## config.mk

```make
export PLATFORM = sky130hd
export DESIGN_NAME = sync_reset_oneshot_control
export DESIGN_NICKNAME = d
export VERILOG_FILES = /design/src/hdl/sync_ctrl_pkg.sv /design/src/hdl/spi_frame_shift.sv /design/src/hdl/sync2.sv /design/src/hdl/sync_reset_oneshot_control.sv
export SDC_FILE = /design/constraint.sdc
export NUM_CORES = 1
export LEC_CHECK = 0
export ABC_AREA = 1
export BUFFER_PORTS_ARGS = -buffer_cell sky130_fd_sc_hd__buf_4
export CORE_UTILIZATION = 30
export CTS_BUF_LIST = sky130_fd_sc_hd__clkbuf_8
export DETAILED_ROUTE_END_ITERATION = 10
export GPL_ROUTABILITY_DRIVEN = 0
export SYNTH_ARGS = -nofsm -noshare
export SYNTH_HDL_FRONTEND = slang
export SYNTH_SLANG_ARGS = --single-unit
```

## constraint.sdc

```tcl
create_clock -name sys_clk -period 1.6 [get_ports sys_clk]
set_clock_uncertainty 0.15 [all_clocks]
set_input_delay 0 -clock sys_clk [delete_from_list [all_inputs] [get_ports sys_clk]]
set_output_delay 0 -clock sys_clk [all_outputs]
set_load 0.005 [all_outputs]
```

## src/hdl/sync_ctrl_pkg.sv

```systemverilog
package sync_ctrl_pkg;

	////////////////////////////////////////////////////////////////////////////////
	// serial frame: rd flag, 7-bit register index, 8-bit data
	localparam int unsigned FRAME_BITS   = 16;
	localparam int unsigned CNT_W        = 5;

	typedef struct packed {
		logic       rd;
		logic [6:0] addr;
		logic [7:0] data;
	} frame_t;

	////////////////////////////////////////////////////////////////////////////////
	// control register map and layout
	localparam logic [6:0]  ADDR_CTRL      = 7'h06;
	localparam logic [7:0]  CTRL_RESET     = 8'h80;
	localparam logic [7:0]  CTRL_WMASK     = 8'h93;
	localparam int unsigned BIT_SW_SYNC    = 7;
	localparam int unsigned BIT_ONESHOT    = 4;
	localparam int unsigned RST_LSB        = 0;
	localparam logic [1:0]  RST_FIRST      = 2'h3;
	localparam logic [1:0]  RST_SECOND     = 2'h2;
	localparam logic [15:0] RESET_REPLY    = 16'h0e00;

	////////////////////////////////////////////////////////////////////////////////
	// timing
	localparam logic [15:0] SETTLE_DEFAULT = 16'h0400;

	typedef enum logic [0:0] {
		RST_IDLE,
		RST_ARMED
	} rst_state_t;

endpackage

```

## src/hdl/spi_frame_shift.sv

```systemverilog
`timescale 1ns/1ps
`default_nettype none
module spi_frame_shift (
	// clock and reset
	input  wire logic                 sys_clk,
	input  wire logic                 rst_b,
	// synchronised pins
	input  wire logic                 sclk_s,
	input  wire logic                 cs_b_s,
	input  wire logic                 mosi_s,
	// word to send next frame
	input  wire logic [15:0]          tx_word,
	// received frame
	output var  sync_ctrl_pkg::frame_t rx_frame,
	output var  logic                 frame_done,
	output var  logic                 miso
);
	import sync_ctrl_pkg::*;

	logic             sclk_d_r, sclk_d_nxt;
	logic [CNT_W-1:0] cnt_r, cnt_nxt;
	logic [15:0]      sh_r, sh_nxt;
	logic [15:0]      tx_r, tx_nxt;
	logic             miso_nxt;
	logic             done_nxt;
	frame_t           rx_nxt;
	logic             rise;
	logic             fall;

	always_comb begin
		rise       = sclk_s & ~sclk_d_r;
		fall       = ~sclk_s & sclk_d_r;
		sclk_d_nxt = sclk_s;
		cnt_nxt    = cnt_r;
		sh_nxt     = sh_r;
		tx_nxt     = tx_r;
		miso_nxt   = miso;
		done_nxt   = 1'b0;
		rx_nxt     = rx_frame;
		if (cs_b_s) begin
			// idle: keep the reply loaded so bit 15 is ready before the first edge
			cnt_nxt  = '0;
			tx_nxt   = tx_word;
			miso_nxt = tx_word[15];
		end else begin
			if (rise && cnt_r < CNT_W'(FRAME_BITS)) begin
				sh_nxt  = {sh_r[14:0], mosi_s};
				cnt_nxt = cnt_r + CNT_W'(1);
				// last rising edge completes the frame
				if (cnt_r == CNT_W'(FRAME_BITS - 1)) begin
					done_nxt = 1'b1;
					rx_nxt   = frame_t'({sh_r[14:0], mosi_s});
				end
			end
			if (fall && cnt_r < CNT_W'(FRAME_BITS)) begin
				tx_nxt   = {tx_r[14:0], 1'b0};
				miso_nxt = tx_r[14];
			end
		end
	end

	always_ff @(posedge sys_clk) begin
		if (!rst_b) begin
			sclk_d_r   <= 1'b0;
			cnt_r      <= '0;
			sh_r       <= '0;
			tx_r       <= '0;
			miso       <= 1'b0;
			frame_done <= 1'b0;
			rx_frame   <= '0;
		end else begin
			sclk_d_r   <= sclk_d_nxt;
			cnt_r      <= cnt_nxt;
			sh_r       <= sh_nxt;
			tx_r       <= tx_nxt;
			miso       <= miso_nxt;
			frame_done <= done_nxt;
			rx_frame   <= rx_nxt;
		end
	end
endmodule
`default_nettype wire

```

## src/hdl/sync2.sv

```systemverilog
`timescale 1ns/1ps
`default_nettype none
module sync2 #(
	parameter int unsigned W = 1
) (
	// clock and reset
	input  wire logic         sys_clk,
	input  wire logic         rst_b,
	// asynchronous in, synchronised out
	input  wire logic [W-1:0] async_in,
	output var  logic [W-1:0] sync_out
);
	logic [W-1:0] meta_r;

	// meta_r feeds only the second stage
	always_ff @(posedge sys_clk) begin
		if (!rst_b) begin
			meta_r   <= '0;
			sync_out <= '0;
		end else begin
			meta_r   <= async_in;
			sync_out <= meta_r;
		end
	end
endmodule
`default_nettype wire

```

## src/hdl/sync_reset_oneshot_control.sv

```systemverilog
`timescale 1ns/1ps
`default_nettype none
// Function
// - sync command recognised at last rising serial clock of the low-to-high write
// - recognised sync goes out on sync output aligned to master clock
// - software sync acts exactly like a pulse on the start pin
// - every sync input pulse resets the digital filters
// - conversion data withheld until filter settling time has elapsed
// - one-shot enabled: one conversion result when settling ends after the last sync input rising edge
// - soft reset only on code 3 then code 2; codes 0 and 1 cancel an armed code 3
// - completed soft reset resets core and returns registers to defaults
// - after soft reset, first command is answered next frame with 0x0e00
// - control register resets to 0x80: sync high, one-shot and reset zero
module sync_reset_oneshot_control #(
	parameter logic [15:0] SETTLE_CYCLES = sync_ctrl_pkg::SETTLE_DEFAULT
) (
	// clock and reset
	input  wire logic sys_clk,
	input  wire logic rst_b,
	// serial register port
	input  wire logic sclk,
	input  wire logic cs_b,
	input  wire logic mosi,
	output var  logic miso,
	// master clock and sync pins
	input  wire logic mclk,
	input  wire logic start_b,
	input  wire logic sync_in,
	output var  logic sync_out,
	// to the converter core
	output var  logic filter_reset,
	output var  logic data_hold,
	output var  logic oneshot_req,
	output var  logic oneshot_en,
	output var  logic core_reset
);
	import sync_ctrl_pkg::*;

	////////////////////////////////////////////////////////////////////////////////
	// pin synchronisers
	logic       sclk_s;
	logic       cs_b_s;
	logic       mosi_s;
	logic       mclk_s;
	logic       start_b_s;
	logic       sync_in_s;
	frame_t     rx_frame;
	logic       frame_done;

	sync2 #(
		.W (6)
	) u_sync (
		.sys_clk  (sys_clk),
		.rst_b    (rst_b),
		.async_in ({sclk, cs_b, mosi, mclk, start_b, sync_in}),
		.sync_out ({sclk_s, cs_b_s, mosi_s, mclk_s, start_b_s, sync_in_s})
	);

	logic [15:0] tx_word_r, tx_word_nxt;

	spi_frame_shift u_spi (
		.sys_clk    (sys_clk),
		.rst_b      (rst_b),
		.sclk_s     (sclk_s),
		.cs_b_s     (cs_b_s),
		.mosi_s     (mosi_s),
		.tx_word    (tx_word_r),
		.rx_frame   (rx_frame),
		.frame_done (frame_done),
		.miso       (miso)
	);

	////////////////////////////////////////////////////////////////////////////////
	// pin edge detectors
	logic mclk_d_r, mclk_d_nxt;
	logic start_d_r, start_d_nxt;
	logic sync_in_d_r, sync_in_d_nxt;
	logic mclk_rise;
	logic start_fall;
	logic sync_rise;

	// mclk is only sampled: high or low phases shorter than one cycle can be lost
	always_comb begin
		mclk_d_nxt    = mclk_s;
		start_d_nxt   = start_b_s;
		sync_in_d_nxt = sync_in_s;
		mclk_rise     = mclk_s & ~mclk_d_r;
		start_fall    = start_d_r & ~start_b_s;
		sync_rise     = sync_in_s & ~sync_in_d_r;
	end

	// start history resets low like its synchroniser, so no false fall after reset
	always_ff @(posedge sys_clk) begin
		if (!rst_b) begin
			mclk_d_r    <= 1'b0;
			start_d_r   <= 1'b0;
			sync_in_d_r <= 1'b0;
		end else begin
			mclk_d_r    <= mclk_d_nxt;
			start_d_r   <= start_d_nxt;
			sync_in_d_r <= sync_in_d_nxt;
		end
	end

	////////////////////////////////////////////////////////////////////////////////
	// register file and soft reset sequencer
	logic [7:0]  ctrl_r, ctrl_nxt;
	rst_state_t  rst_st_r, rst_st_nxt;
	logic        reply_pend_r, reply_pend_nxt;
	logic        sw_sync_r, sw_sync_nxt;
	logic        core_reset_nxt;
	logic        wr_ctrl;
	logic        soft_rst;
	logic [7:0]  rdata;

	// only a complete write frame to the control address counts
	always_comb begin
		wr_ctrl = frame_done & ~rx_frame.rd & (rx_frame.addr == ADDR_CTRL);
		rdata   = (rx_frame.addr == ADDR_CTRL) ? ctrl_r : 8'h00;
	end

	// soft reset sequencer; reads and other addresses leave it armed
	always_comb begin
		rst_st_nxt     = rst_st_r;
		core_reset_nxt = 1'b0;
		soft_rst       = 1'b0;
		if (wr_ctrl) begin
			case (rx_frame.data[RST_LSB +: 2])
				RST_FIRST: rst_st_nxt = RST_ARMED;
				RST_SECOND: begin
					// second code only counts straight after the first
					if (rst_st_r == RST_ARMED) begin
						soft_rst       = 1'b1;
						core_reset_nxt = 1'b1;
					end
					rst_st_nxt = RST_IDLE;
				end
				default: rst_st_nxt = RST_IDLE;
			endcase
		end
	end

	always_ff @(posedge sys_clk) begin
		if (!rst_b) begin
			rst_st_r   <= RST_IDLE;
			core_reset <= 1'b0;
		end else begin
			rst_st_r   <= rst_st_nxt;
			core_reset <= core_reset_nxt;
		end
	end

	// control register and software sync detect
	always_comb begin
		ctrl_nxt    = ctrl_r;
		sw_sync_nxt = 1'b0;
		if (wr_ctrl) begin
			ctrl_nxt = rx_frame.data & CTRL_WMASK;
			// low-to-high change of the software sync bit, at frame end
			if (!ctrl_r[BIT_SW_SYNC] && rx_frame.data[BIT_SW_SYNC]) begin
				sw_sync_nxt = 1'b1;
			end
		end
		// the reset wins over the write that completes it, pending sync included
		if (soft_rst) begin
			ctrl_nxt    = CTRL_RESET;
			sw_sync_nxt = 1'b0;
		end
	end

	always_ff @(posedge sys_clk) begin
		if (!rst_b) begin
			ctrl_r    <= CTRL_RESET;
			sw_sync_r <= 1'b0;
		end else begin
			ctrl_r    <= ctrl_nxt;
			sw_sync_r <= sw_sync_nxt;
		end
	end

	// reply word, shifted out during the following frame
	always_comb begin
		reply_pend_nxt = reply_pend_r;
		tx_word_nxt    = tx_word_r;
		if (frame_done) begin
			tx_word_nxt    = reply_pend_r ? RESET_REPLY : {rx_frame.rd, rx_frame.addr, rdata};
			reply_pend_nxt = 1'b0;
		end
		if (soft_rst) begin
			reply_pend_nxt = 1'b1;
			tx_word_nxt    = '0;
		end
	end

	always_ff @(posedge sys_clk) begin
		if (!rst_b) begin
			reply_pend_r <= 1'b0;
			tx_word_r    <= '0;
		end else begin
			reply_pend_r <= reply_pend_nxt;
			tx_word_r    <= tx_word_nxt;
		end
	end

	////////////////////////////////////////////////////////////////////////////////
	// sync output, one master clock period wide
	logic sync_pend_r, sync_pend_nxt;
	logic sync_out_nxt;

	always_comb begin
		sync_pend_nxt = sync_pend_r;
		sync_out_nxt  = sync_out;
		// software sync and start pin share one path
		if (sw_sync_r || start_fall) begin
			sync_pend_nxt = 1'b1;
		end
		if (mclk_rise) begin
			if (sync_out) begin
				sync_out_nxt = 1'b0;
			end else if (sync_pend_r) begin
				sync_out_nxt  = 1'b1;
				sync_pend_nxt = 1'b0;
			end
		end
		if (core_reset) begin
			sync_pend_nxt = 1'b0;
			sync_out_nxt  = 1'b0;
		end
	end

	always_ff @(posedge sys_clk) begin
		if (!rst_b) begin
			sync_pend_r <= 1'b0;
			sync_out    <= 1'b0;
		end else begin
			sync_pend_r <= sync_pend_nxt;
			sync_out    <= sync_out_nxt;
		end
	end

	////////////////////////////////////////////////////////////////////////////////
	// filter reset, settling and one-shot
	logic [15:0] settle_r, settle_nxt;
	logic        armed_r, armed_nxt;
	logic        filter_reset_nxt;
	logic        data_hold_nxt;
	logic        oneshot_req_nxt;
	logic        oneshot_en_nxt;

	always_comb begin
		settle_nxt       = settle_r;
		armed_nxt        = armed_r;
		filter_reset_nxt = 1'b0;
		data_hold_nxt    = data_hold;
		oneshot_req_nxt  = 1'b0;
		oneshot_en_nxt   = ctrl_nxt[BIT_ONESHOT];
		if (sync_rise) begin
			// any rising sync edge restarts settling, also mid-settle
			filter_reset_nxt = 1'b1;
			settle_nxt       = SETTLE_CYCLES;
			data_hold_nxt    = 1'b1;
			armed_nxt        = ctrl_r[BIT_ONESHOT];
		end else if (settle_r != 16'h0000) begin
			settle_nxt = settle_r - 16'h0001;
			if (settle_r == 16'h0001) begin
				data_hold_nxt   = 1'b0;
				oneshot_req_nxt = armed_r;
				armed_nxt       = 1'b0;
			end
		end
		if (core_reset) begin
			settle_nxt    = '0;
			armed_nxt     = 1'b0;
			data_hold_nxt = 1'b0;
		end
	end

	always_ff @(posedge sys_clk) begin
		if (!rst_b) begin
			settle_r     <= '0;
			armed_r      <= 1'b0;
			filter_reset <= 1'b0;
			data_hold    <= 1'b0;
			oneshot_req  <= 1'b0;
			oneshot_en   <= 1'b0;
		end else begin
			settle_r     <= settle_nxt;
			armed_r      <= armed_nxt;
			filter_reset <= filter_reset_nxt;
			data_hold    <= data_hold_nxt;
			oneshot_req  <= oneshot_req_nxt;
			oneshot_en   <= oneshot_en_nxt;
		end
	end
endmodule
`default_nettype wire

```

# Word-level counts from Yosys, hierarchy flattened
# Cells that the tools add are included.
totals:
  register_bits: 115
  out_inout_bits: 7
  elab_cells: 103
op_classes:
  add_sub_neg: 2
  magnitude_cmp: 1
  n_eq_ne: 5
  muxes: 27
  bitwise: 19
  n_reduce_logical: 20
ops:
  columns: ["operator", "n"]
  rows:
  - ["$mux W15", 2]
  - ["$mux W11", 2]
  - ["$mux W1", 21]
  - ["$eq A16 B1 Y1 const B", 1]
  - ["$mux W16", 1]
  - ["$reduce_bool A16 Y1", 1]
  - ["$sub A16 B1 Y16 const B", 1]
  - ["$not A1 Y1", 12]
  - ["$reduce_or A3 Y1", 3]
  - ["$mux W8", 1]
  - ["$reduce_bool A2 Y1", 4]
  - ["$and A1 B1 Y1", 7]
  - ["$eq A7 B3 Y1 const B", 1]
  - ["$reduce_or A2 Y1", 3]
  - ["$add A5 B1 Y5 const B", 1]
  - ["$eq A5 B4 Y1 const B", 1]
  - ["$lt A5 B5 Y1 const B", 1]
  - ["$eq A2 B2 Y1 const B", 2]
  - ["$reduce_and A2 Y1", 2]
  - ["$reduce_or A4 Y1", 1]
  - ["$logic_and A1 B1 Y1", 3]
  - ["$reduce_and A3 Y1", 1]
  - ["$logic_not A1 Y1", 1]
  - ["$logic_or A1 B1 Y1", 1]

# Depth between registers and ports, before layout
# Gate-level depths: netlist of the first run.
depth:
  word_depth: 7
  depth_mapped: 10
  mapped_depth_nobuf: 9

# Modules after synthesis
# A second synthesis of the first run with hierarchy kept.
hier_totals:
  hier_cells: 624
  area_unflattened_um2: 4528.1
modules_own_cells:
  columns: ["module", "n_inst", "cells_each", "area_per_inst_um2"]
  rows:
  - ["spi_frame_shift", 1, 326, 2265.9]
  - ["sync_reset_oneshot_control", 1, 261, 1920.6]
  - ["sync2", 1, 37, 341.6]

# Worst setup path before layout of the first run
# No wires, ideal clock.
synth_path:
  kind: "reg2reg"
  startpoint: "register u_spi.cnt_r[0]"
  endpoint: "register u_spi.rx_frame[12] (netlist name)"
  t_arrival_ps: 1232
  required_ps: 1337
  setup_slack_ps: 105
  path_stages_with_launch: 9
  period_less_slack_ps: 1495
  cell_sequence: "dfxtp_1 ha_1 inv_1 nor3_1 ha_1 nand2_4 buf_6 o21ai_1 nor2_1"
synth_via:
  elab_chain_len: 3
  word_cells_on_any_way: 4
synth_rtl:
  columns: ["item", "line_no", "rtl"]
  rows:
  - ["start: declaration", "spi_frame_shift.sv:21", "logic [CNT_W-1:0] cnt_r, cnt_nxt;"]
  - ["start signal: assignment", "spi_frame_shift.sv:73", "cnt_r <= cnt_nxt;"]
  - ["$lt A5 B5 Y1", "spi_frame_shift.sv:46", "if (rise && cnt_r < CNT_W'(FRAME_BITS)) begin"]
  - ["$logic_and A1 B1 Y1", "spi_frame_shift.sv:46", null]
  - ["$reduce_and A3 Y1 (no source line) (*)", null, null]
# Mark *: on every way between the ends. The rest lies on a longest branch, timed or not.
# A chain may end at the register's enable or synchronous reset.

# Final worst setup path of the first run
layout_path:
  startpoint: "register u_spi.cnt_r[1]"
  endpoint: "register u_spi.rx_frame[9] (netlist name)"
layout_via:
  elab_chain_len: 3
  word_cells_on_any_way: 4
layout_rtl:
  columns: ["item", "line_no"]
  rows:
  - ["$lt A5 B5 Y1", "spi_frame_shift.sv:46"]
  - ["$logic_and A1 B1 Y1", "spi_frame_shift.sv:46"]
  - ["$reduce_and A3 Y1 (no source line) (*)", null]
# Marked as above.

==> results of run 1 <==
-- kinds of logic (layout without fill, tap and decap cells) --
logic type | Yosys count | after routing | share of synthesized area [%]
buffers and inverters | 83 | 121 | 8.84
DFF | 107 | 107 | 50.5
xor gates and xnor gates | 4 | 4 | 0.826
AOI/OAI and AO/OA | 95 | 95 | 12.6
and+or+nand+nor | 246 | 246 | 26.0
adders and majority gates | 4 | 4 | 1.18
-- registers in the layout (all words and copies together), names as in the netlist, 4 cells and up --
name             count
u_spi.sh_r          15
tx_word_r           12
u_spi.cnt_r          5
u_spi.tx_r          15
u_sync.meta_r        6
u_sync.sync_out      6
ctrl_r               4
u_spi.rx_frame      12
settle_r            16
-- per-stage QoR --
stage          power [mW]  cells  util [%]
3_3_place_gp         4.78    728      33.0
5_1_grt              7.09    757      35.9
6_report             6.62    757      35.9
4_1_cts              6.62    757      35.5
3_5_place_dp         4.81    728      33.0
2_1_floorplan        4.47    539         -
-- per-layer routing --
layer,routed length [um],vias to the layer above,GRT usage (%)
met3,249,5,3.52
met2,3830,43,19.5
met4,99,0,3.70
li1,-,1799,-
met1,3840,1516,14.4
met5,0,-,0
-- power breakdown --
| group | leakage, nW | internal, mW | switching [mW] |
|---|---|---|---|
| Combinational | 1.04 | 0.687 | 1.11 |
| Sequential | 0.872 | 2.88 | 0.158 |
| Clock | 0.117 | 0.880 | 0.899 |
-- how the worst max path moves through the flow --
| stage | to | cells after the start | from | slack (ns) |
|---|---|---|---|---|
| after floorplan | u_spi.rx_frame[12] | 8 | u_spi.cnt_r[0] | 0.11 |
| after global placement | u_spi.rx_frame[11] | 8 | u_spi.cnt_r[0] | 0.06 |
| after detailed placement | u_spi.rx_frame[14] | 8 | u_spi.cnt_r[1] | -0.01 |
| after CTS | settle_r[4] | 7 | settle_r[0] | 0.002 |
| after global routing | u_spi.rx_frame[1] | 8 | u_spi.cnt_r[1] | -0.02 |
| final | u_spi.rx_frame[9] | 8 | u_spi.cnt_r[1] | 0.08 |
-- layout make-up --
class | instances | area, um^2 | area share (%)
Clock inverter | 7 | 90.1 | 1.81
Inverter | 63 | 244 | 4.91
Multi-Input combinational cell | 349 | 1770 | 35.7
Sequential cell | 107 | 2150 | 43.2
Tap cell | 180 | 225 | 4.54
Clock buffer | 9 | 124 | 2.49
Timing Repair Buffer | 42 | 360 | 7.26
-- synth_stat cells (all sizes together) (3+ instances only) --
master / n / area share [%]
nand4: 4 / 0.59
a211oi: 5 / 1.0
a311oi: 8 / 1.7
nor3: 10 / 1.4
xnor2: 3 / 0.62
nor2: 84 / 8.6
nand3: 33 / 4.1
o22ai: 3 / 0.44
buf: 19 / 3.2
o21ai: 34 / 4.0
ha: 4 / 1.2
a21oi: 40 / 4.7
inv: 62 / 5.5
nand2: 112 / 11
dfxtp: 107 / 50
-- placed cells by master (no fill, tap or decap), types with 3 or more instances in the layout --
cell and n:
nand2_4 4, nand2_1 104, a21oi_1 40, inv_2 7, o21ai_1 11, o22ai_1 3
dfxtp_2 4, nor3_1 7, nor2_4 5, buf_4 28, nand2_2 3, nand4_1 4
a211oi_1 4, dfxtp_1 103, nor3_2 3, clkbuf_8 9, inv_1 57, nor2_1 73
nor2_2 6, dlygate4sd3_1 13, nand3_1 31, o21ai_0 22, a311oi_1 8, xnor2_1 3
-- timing repair --
action	4_1_cts	5_1_grt
pin swaps	0	3
gates resized for setup	3	15
endpoints found under the hold margin	59	0
hold buffers	13	0
endpoints found under the setup margin	7	31
==> results_dict.tcl, run 1 <==
set metrics [dict create \
    outcome "completed" \
    grt_max_degree 49 \
    cts.path.max_buffers 2 \
    cts.sinks 107 \
    grt_pass1_vias 3011 \
    slew_headroom_pct 77.5 \
    crit_arrival_ns 1.68 \
    routed_wl_mm 8.02 \
    final_layout_size_suffix_gt1_share_pct 14.6 \
    design_area_mm2 0.00496 \
    area_growth_pct 17.0 \
    post_cts_buffers 0 \
    placed_area_mm2 0.00456 \
    crit_path_end_kind "register" \
    fp-row-count 43 \
    grt_pass1_wl_mm 13.7 \
    path_cells "ha_4 > inv_1 > nor3_2 > ha_2 > nand2_8 > inv_8 > nand2_4 > o21ai_1" \
    fp.dieW_um 121 \
    power_density_mw_per_mm2 1330 \
    vias_per_cell 4.44 \
    whs_ns 0.265 \
    syn_area_mm2 0.00424 \
    antenna_found_initial 0 \
    tns_ns 0 \
    port_buffers 14 \
    r2r_end "u_spi.rx_frame[9]" \
    syn_inst 539 \
    final-setup-viol-count 0 \
    timing.rr.start "u_spi.cnt_r[1]" \
    slowest_stage "dfxtp_2" \
    pin_count 15 \
    required_ns 1.76 \
    first_pass_iters 6 \
    worst_pin_slew_ns 0.337 \
    core_area_mm2 0.0138 \
    power_leakage_nw 2.03 \
    hold_start "sync_in_d_r" \
    pre_cts_ws_ns -0.0139 \
    gr-total-overflow 0 \
    clock_latency_ns 0.37 \
    antenna_left 0 \
    synth_edf_count 0 \
    track_usage_pct 11.7 \
    synthArstFlopShare_pct 0 \
    dieArea_mm2 0.0146 \
    hold_viol 0 \
    htreeDepth 3 \
    vias 3363 \
    tritoncts "built" \
    rrSetupSlack_ns 0.08 \
    diodes 0 \
    drt_iter0_drc 106 \
    nFillCells 1418 \
    reg2reg_depth 8 \
    drv_slew 0 \
    ys_seq_area_share_pct 50.5 \
    synth_nets 551 \
    ys.flop_type "dfxtp_1" \
    crit_type "register to register" \
    crit_buf_inv 2 \
    fin_ws_ns 0.0823 \
    initial_utilization_pct 30.7 \
    cp-start-kind "register" \
    hpwl_mm 5.65 \
    clk_pin_slew_ns 0.10 \
    maxCapViolCount 0 \
    die_y_um 121 \
    ir_drop_uv 894 \
    avgRoutedWirePerCell_um 10.6 \
    crit_fanout 13 \
    fmax_mhz 659 \
    cts_root_buf "clkbuf_8" \
    postSynthAreaPerCell_um2 7.87 \
    slowest_delay_ns 0.37 \
    holdPathStages 1 \
    min_to "filter_reset" \
    ys_warn_count 0 \
    drc 0 \
    numCtsBuffers 9 \
    fin_nets 584 \
    layout_worst_path_cycle_share_pct 94.9 \
    synth_cell_types 35 \
    min_period_ns 1.52 \
    min_path_type "register to register" \
    ys_ff_latch 107 \
    crit_family "adder cells" \
]
No activity file was read; power rests on OpenSTA's default activity.
==> run 2, diff against run 1 <==
PLACE_DENSITY = 0.43   (was not set)
==> run 2 against run 1 <==
Die area unchanged. Via count decreased by 0.56%. Combinational power increased by 6%. Global-route usage increased by 1.1 points. Final cell count increased by 1.2%. Largest cell class unchanged. Largest power group unchanged.
==> results_dict.tcl, run 2 (synthesis results as in run 1) <==
set metrics [dict create \
    power_density_mw_per_mm2 1270 \
    crit_buf_inv 2 \
    maxCapViolCount 0 \
    grt_pass1_wl_mm 14.6 \
    fin_ws_ns 0.0747 \
    core_area_mm2 0.0138 \
    grt_pass1_vias 3122 \
    grt_max_degree 49 \
    required_ns 1.77 \
    min_path_type "register to register" \
    final-setup-viol-count 0 \
    path_cells "ha_4 > inv_2 > nor3_4 > ha_4 > nand2_8 > clkinv_8 > nand2_8 > o21ai_2" \
    port_buffers 14 \
    placed_area_mm2 0.00463 \
    ir_drop_uv 533 \
    numCtsBuffers 9 \
    cts_root_buf "clkbuf_8" \
    cp-start-kind "register" \
    final_cell_mix "nand2_1 (104), dfxtp_1 (103), nor2_1 (73)" \
    cts.sinks 107 \
    slew_headroom_pct 78.1 \
    routed_wl_mm 8.57 \
    fin_nets 593 \
    largestRegisters "settle_r (16), u_spi.sh_r (15), u_spi.tx_r (15)" \
    clk_pin_slew_ns 0.10 \
    crit_family "flip-flops" \
    gr-total-overflow 0 \
    initial_utilization_pct 30.7 \
    fp.dieW_um 121 \
    pin_count 15 \
    slowest_stage "dfxtp_4" \
    outcome "completed" \
    slowest_delay_ns 0.38 \
    vias_per_cell 4.37 \
    vias 3344 \
    drt_iter0_drc 118 \
    tritoncts "built" \
    dieArea_mm2 0.0146 \
    min_period_ns 1.53 \
    nFillCells 1446 \
    drc 0 \
    antenna_left 0 \
    crit_type "register to register" \
    rsz0062_at_grt "yes" \
    die_y_um 121 \
    hpwl_mm 6.01 \
    avgRoutedWirePerCell_um 11.2 \
    top_register "settle_r" \
    cts.path.max_buffers 2 \
    diodes 0 \
    first_pass_iters 4 \
    largest_reg_flops 16 \
    crit_arrival_ns 1.69 \
    drv_slew 0 \
    clock_latency_ns 0.38 \
    htreeDepth 3 \
    crit_path_end_kind "register" \
    area_growth_pct 18.9 \
    final_common_cell "nand2_1" \
    worst_pin_slew_ns 0.327 \
    power_leakage_nw 2.09 \
    design_area_mm2 0.00505 \
    layout_worst_path_cycle_share_pct 95.3 \
    final_layout_size_suffix_gt1_share_pct 16.2 \
    fp-row-count 43 \
    fmax_mhz 656 \
    antenna_found_initial 0 \
    crit_fanout 8 \
    hold_viol 0 \
    track_usage_pct 12.8 \
    pre_cts_ws_ns -0.00485 \
]
run 2: changes by cell type in the layout (fill, tap and decap cells not counted), sizes merged:
cell,previous run,this run
clkinv,1,2
buf,29,37
clkinvlp,0,1
nand2,112,113
bufinv,2,0
run 2: final timing paths:
kind | depth (start not counted) | endpoint | from | slack (ns)
max | 8 | u_spi.rx_frame[14] | u_spi.cnt_r[1] | 0.07
min | 1 | filter_reset | sync_in_d_r | 0.27
max reg2reg | 8 | u_spi.rx_frame[14] | u_spi.cnt_r[1] | 0.07
min reg2reg | 1 | filter_reset | sync_in_d_r | 0.27
run 2: routing by layer:
metal  wire [um]  vias to the layer above  global-route usage [%]
met2        3840                       27                    20.2
met4         124                        0                    4.40
met5           0                        -                       0
met1        4330                     1491                    16.2
met3         272                       11                    4.18
li1            -                     1815                       -
run 2: layout make-up:
class                           instances  area, um^2  share of cell area, %
Clock buffer                            9         124                   2.45
Clock inverter                          7        45.0                  0.892
Inverter                               63         249                   4.93
Multi-Input combinational cell        350        1820                   36.0
Sequential cell                       107        2150                   42.6
Tap cell                              180         225                   4.46
Timing Repair Buffer                   50         437                   8.65
run 2: repair_timing:
action,CTS,global route
resized for setup,4,23
hold endpoints to repair,60,0
hold buffers,13,0
pin swaps,1,8
buffers inserted,0,1
endpoints found under the setup margin,6,21
cloned,0,1
run 2: through the flow:
stage	power, mW	hold WS (ns)	TNS [ns]	instances	util [%]
finish	6.42	0.267	0	766	36.5
global route	6.93	0.281	-0.133	766	36.5
CTS	6.49	0.263	0	764	35.7
detailed placement	4.91	0.0362	-0.00960	735	33.5
global placement	4.90	0.0357	0	735	33.5
floorplan	4.47	-0.0524	0	539	-
run 2: power breakdown:
part | switching (mW) | leakage (nW) | internal [mW]
Clock | 0.918 | 0.0940 | 0.565
Combinational | 1.14 | 1.12 | 0.766
Sequential | 0.154 | 0.872 | 2.88
Total | 2.21 | 2.09 | 4.21
==> run 3, diff against run 2 <==
REMOVE_ABC_BUFFERS = 1   (was not set)
==> run 3 against run 2 <==
Global-route usage increased by 0.23 points. Sequential power about the same. Maximum frequency decreased by 1.7%. Critical endpoint is now u_spi.rx_frame[15]. Sequential share of layout area decreased by 0.80 points. First-iteration DRC count increased by 70%. Worst hold slack got worse by 0.0025 ns. Final cell count increased by 0.26%. Clock power increased by 32%. Combinational power about the same. Final area increased by 1.7%. Largest power group unchanged.
==> results_dict.tcl, run 3 (synthesis results as in run 1) <==
set metrics [dict create \
    pin_count 15 \
    p_seq_share_pct 43.9 \
    crit_family "flip-flops" \
    core_area_mm2 0.0138 \
    final_layout_size_suffix_gt1_share_pct 17.5 \
    grt_max_degree 49 \
    ir_drop_uv 601 \
    min_period_ns 1.55 \
    antenna_found_initial 0 \
    clk_pin_slew_ns 0.11 \
    final-setup-viol-count 0 \
    path_cells "ha_4 > inv_2 > nor3_4 > ha_4 > buf_12 > nand2_4 > o21ai_1 > nor2_1" \
    holdPathStages 1 \
    layout_worst_path_cycle_share_pct 97.0 \
    tritoncts "built" \
    routed_wl_mm 8.89 \
    combPwrFrac_pct 27.9 \
    track_usage_pct 13.0 \
    cp-start-kind "register" \
    gr-total-overflow 0 \
    dieArea_mm2 0.0146 \
    cts.path.max_buffers 2 \
    slowest_stage "dfxtp_2" \
    slowest_delay_ns 0.38 \
    drv_slew 0 \
    fp-row-count 43 \
    vias 3410 \
    maxCapViolCount 0 \
    sw_frac_of_total_pct 33.9 \
    reg2reg_depth 8 \
    fp.dieW_um 121 \
    outcome "completed" \
    htreeDepth 3 \
    grt_pass1_vias 3242 \
    power_leakage_nw 2.12 \
    initial_utilization_pct 30.7 \
    cts.sinks 107 \
    vias_per_cell 4.44 \
    p_switching_mw 2.34 \
    power.internal_mw 4.57 \
    min_path_type "register to register" \
    fmax_mhz 644 \
    top_register "settle_r" \
    tns_ns 0 \
    clock_latency_ns 0.38 \
    required_ns 1.75 \
    crit_buf_inv 2 \
    slew_headroom_pct 75.2 \
    p_clk_share_pct 28.2 \
    whs_ns 0.265 \
    drt_iter0_drc 201 \
    hold_viol 0 \
    crit_arrival_ns 1.70 \
    port_buffers 14 \
    rsz0062_at_grt "yes" \
    grt_pass1_wl_mm 14.8 \
    crit_type "register to register" \
    antenna_left 0 \
    hpwl_mm 6.19 \
    avgRoutedWirePerCell_um 11.6 \
    critPathMostFrequentCell "ha_4" \
    area_growth_pct 20.9 \
    fin_nets 595 \
    final_common_cell "dfxtp_1" \
    cts_root_buf "clkbuf_8" \
    crit_path_end_kind "register" \
    first_pass_iters 4 \
    largest_reg_flops 16 \
    worst_pin_slew_ns 0.372 \
    crit_fanout 6 \
    largestRegisters "settle_r (16), u_spi.sh_r (15), u_spi.tx_r (15)" \
    final_cell_mix "dfxtp_1 (105), nand2_1 (104), nor2_1 (70)" \
    power_density_mw_per_mm2 1350 \
    numCtsBuffers 9 \
    path_depth 8 \
    die_y_um 121 \
    drc 0 \
    diodes 0 \
]
run 3: changes by cell type in the layout (fill, tap and decap cells not counted), moves of 2 or more:
cell,before,now
inv_8,0,2
nor2_2,5,9
buf_4,34,37
dfxtp_1,103,105
bufinv_16,0,2
inv_1,57,53
nor2_1,73,70
run 3: stage by stage:
| step | setup slack [ns] | instances | cell area [um^2] | util [%] | total power, mW |
|---|---|---|---|---|---|
| after detailed placement | -0.0220 | 734 | 4610 | 33.3 | 4.91 |
| after floorplan | 0.0305 | 519 | 4110 | - | 4.39 |
| final | 0.0480 | 768 | 5130 | 37.1 | 6.91 |
| after global placement | 0.0475 | 734 | 4610 | 33.3 | 4.90 |
| after CTS | 0.00243 | 763 | 4980 | 36.1 | 6.92 |
| after global routing | -0.0370 | 768 | 5130 | 37.1 | 7.42 |
run 3: area by class of cell:
class,instances,area (um^2)
clock buffer,9,124
clock inverter,7,116
fill,1420,8690
inverter,63,249
multi-input combinational,350,1830
sequential,107,2140
tap,180,225
timing repair buffer,52,448
run 3: worst register-to-register path, cell delays in order, from the launching register on:
cell and delay, ns:
dfxtp_2 0.38, ha_4 0.14, inv_2 0.04, nor3_4 0.21
ha_4 0.21, buf_12 0.11, nand2_4 0.05, o21ai_1 0.13
nor2_1 0.05
run 3: final timing paths:
check | from | end | slack [ns]
max | u_spi.cnt_r[1] | u_spi.rx_frame[15] | 0.05
min | sync_in_d_r | filter_reset | 0.26
max reg2reg | u_spi.cnt_r[1] | u_spi.rx_frame[15] | 0.05
min reg2reg | sync_in_d_r | filter_reset | 0.26
run 3: repair_timing:
action                                 4_1_cts  5_1_grt
gates cloned                                 0        1
endpoints found under the hold margin       55        0
buffers inserted                             0        4
setup endpoints to repair                    6       26
pin swaps                                    1        7
hold buffers                                13        0
resized for setup                            3       24
run 3: power by group through the flow:
| stage | combinational [mW] | sequential (mW) | clock [mW] |
|---|---|---|---|
| after floorplan | 1.32 | 3.07 | 0 |
| after global placement | 1.81 | 3.09 | 0 |
| after detailed placement | 1.82 | 3.09 | 0 |
| after CTS | 1.86 | 3.03 | 2.04 |
| after global routing | 2.21 | 3.06 | 2.15 |
| final | 1.93 | 3.03 | 1.95 |
run 3: routing by layer:
metal	up-vias	GRT usage (%)	part of all wire [%]
li1	1826	-	-
met1	1548	15.1	47
met2	24	21.6	48
met3	12	4.46	2.9
met4	0	5.48	2.4
met5	-	0	0
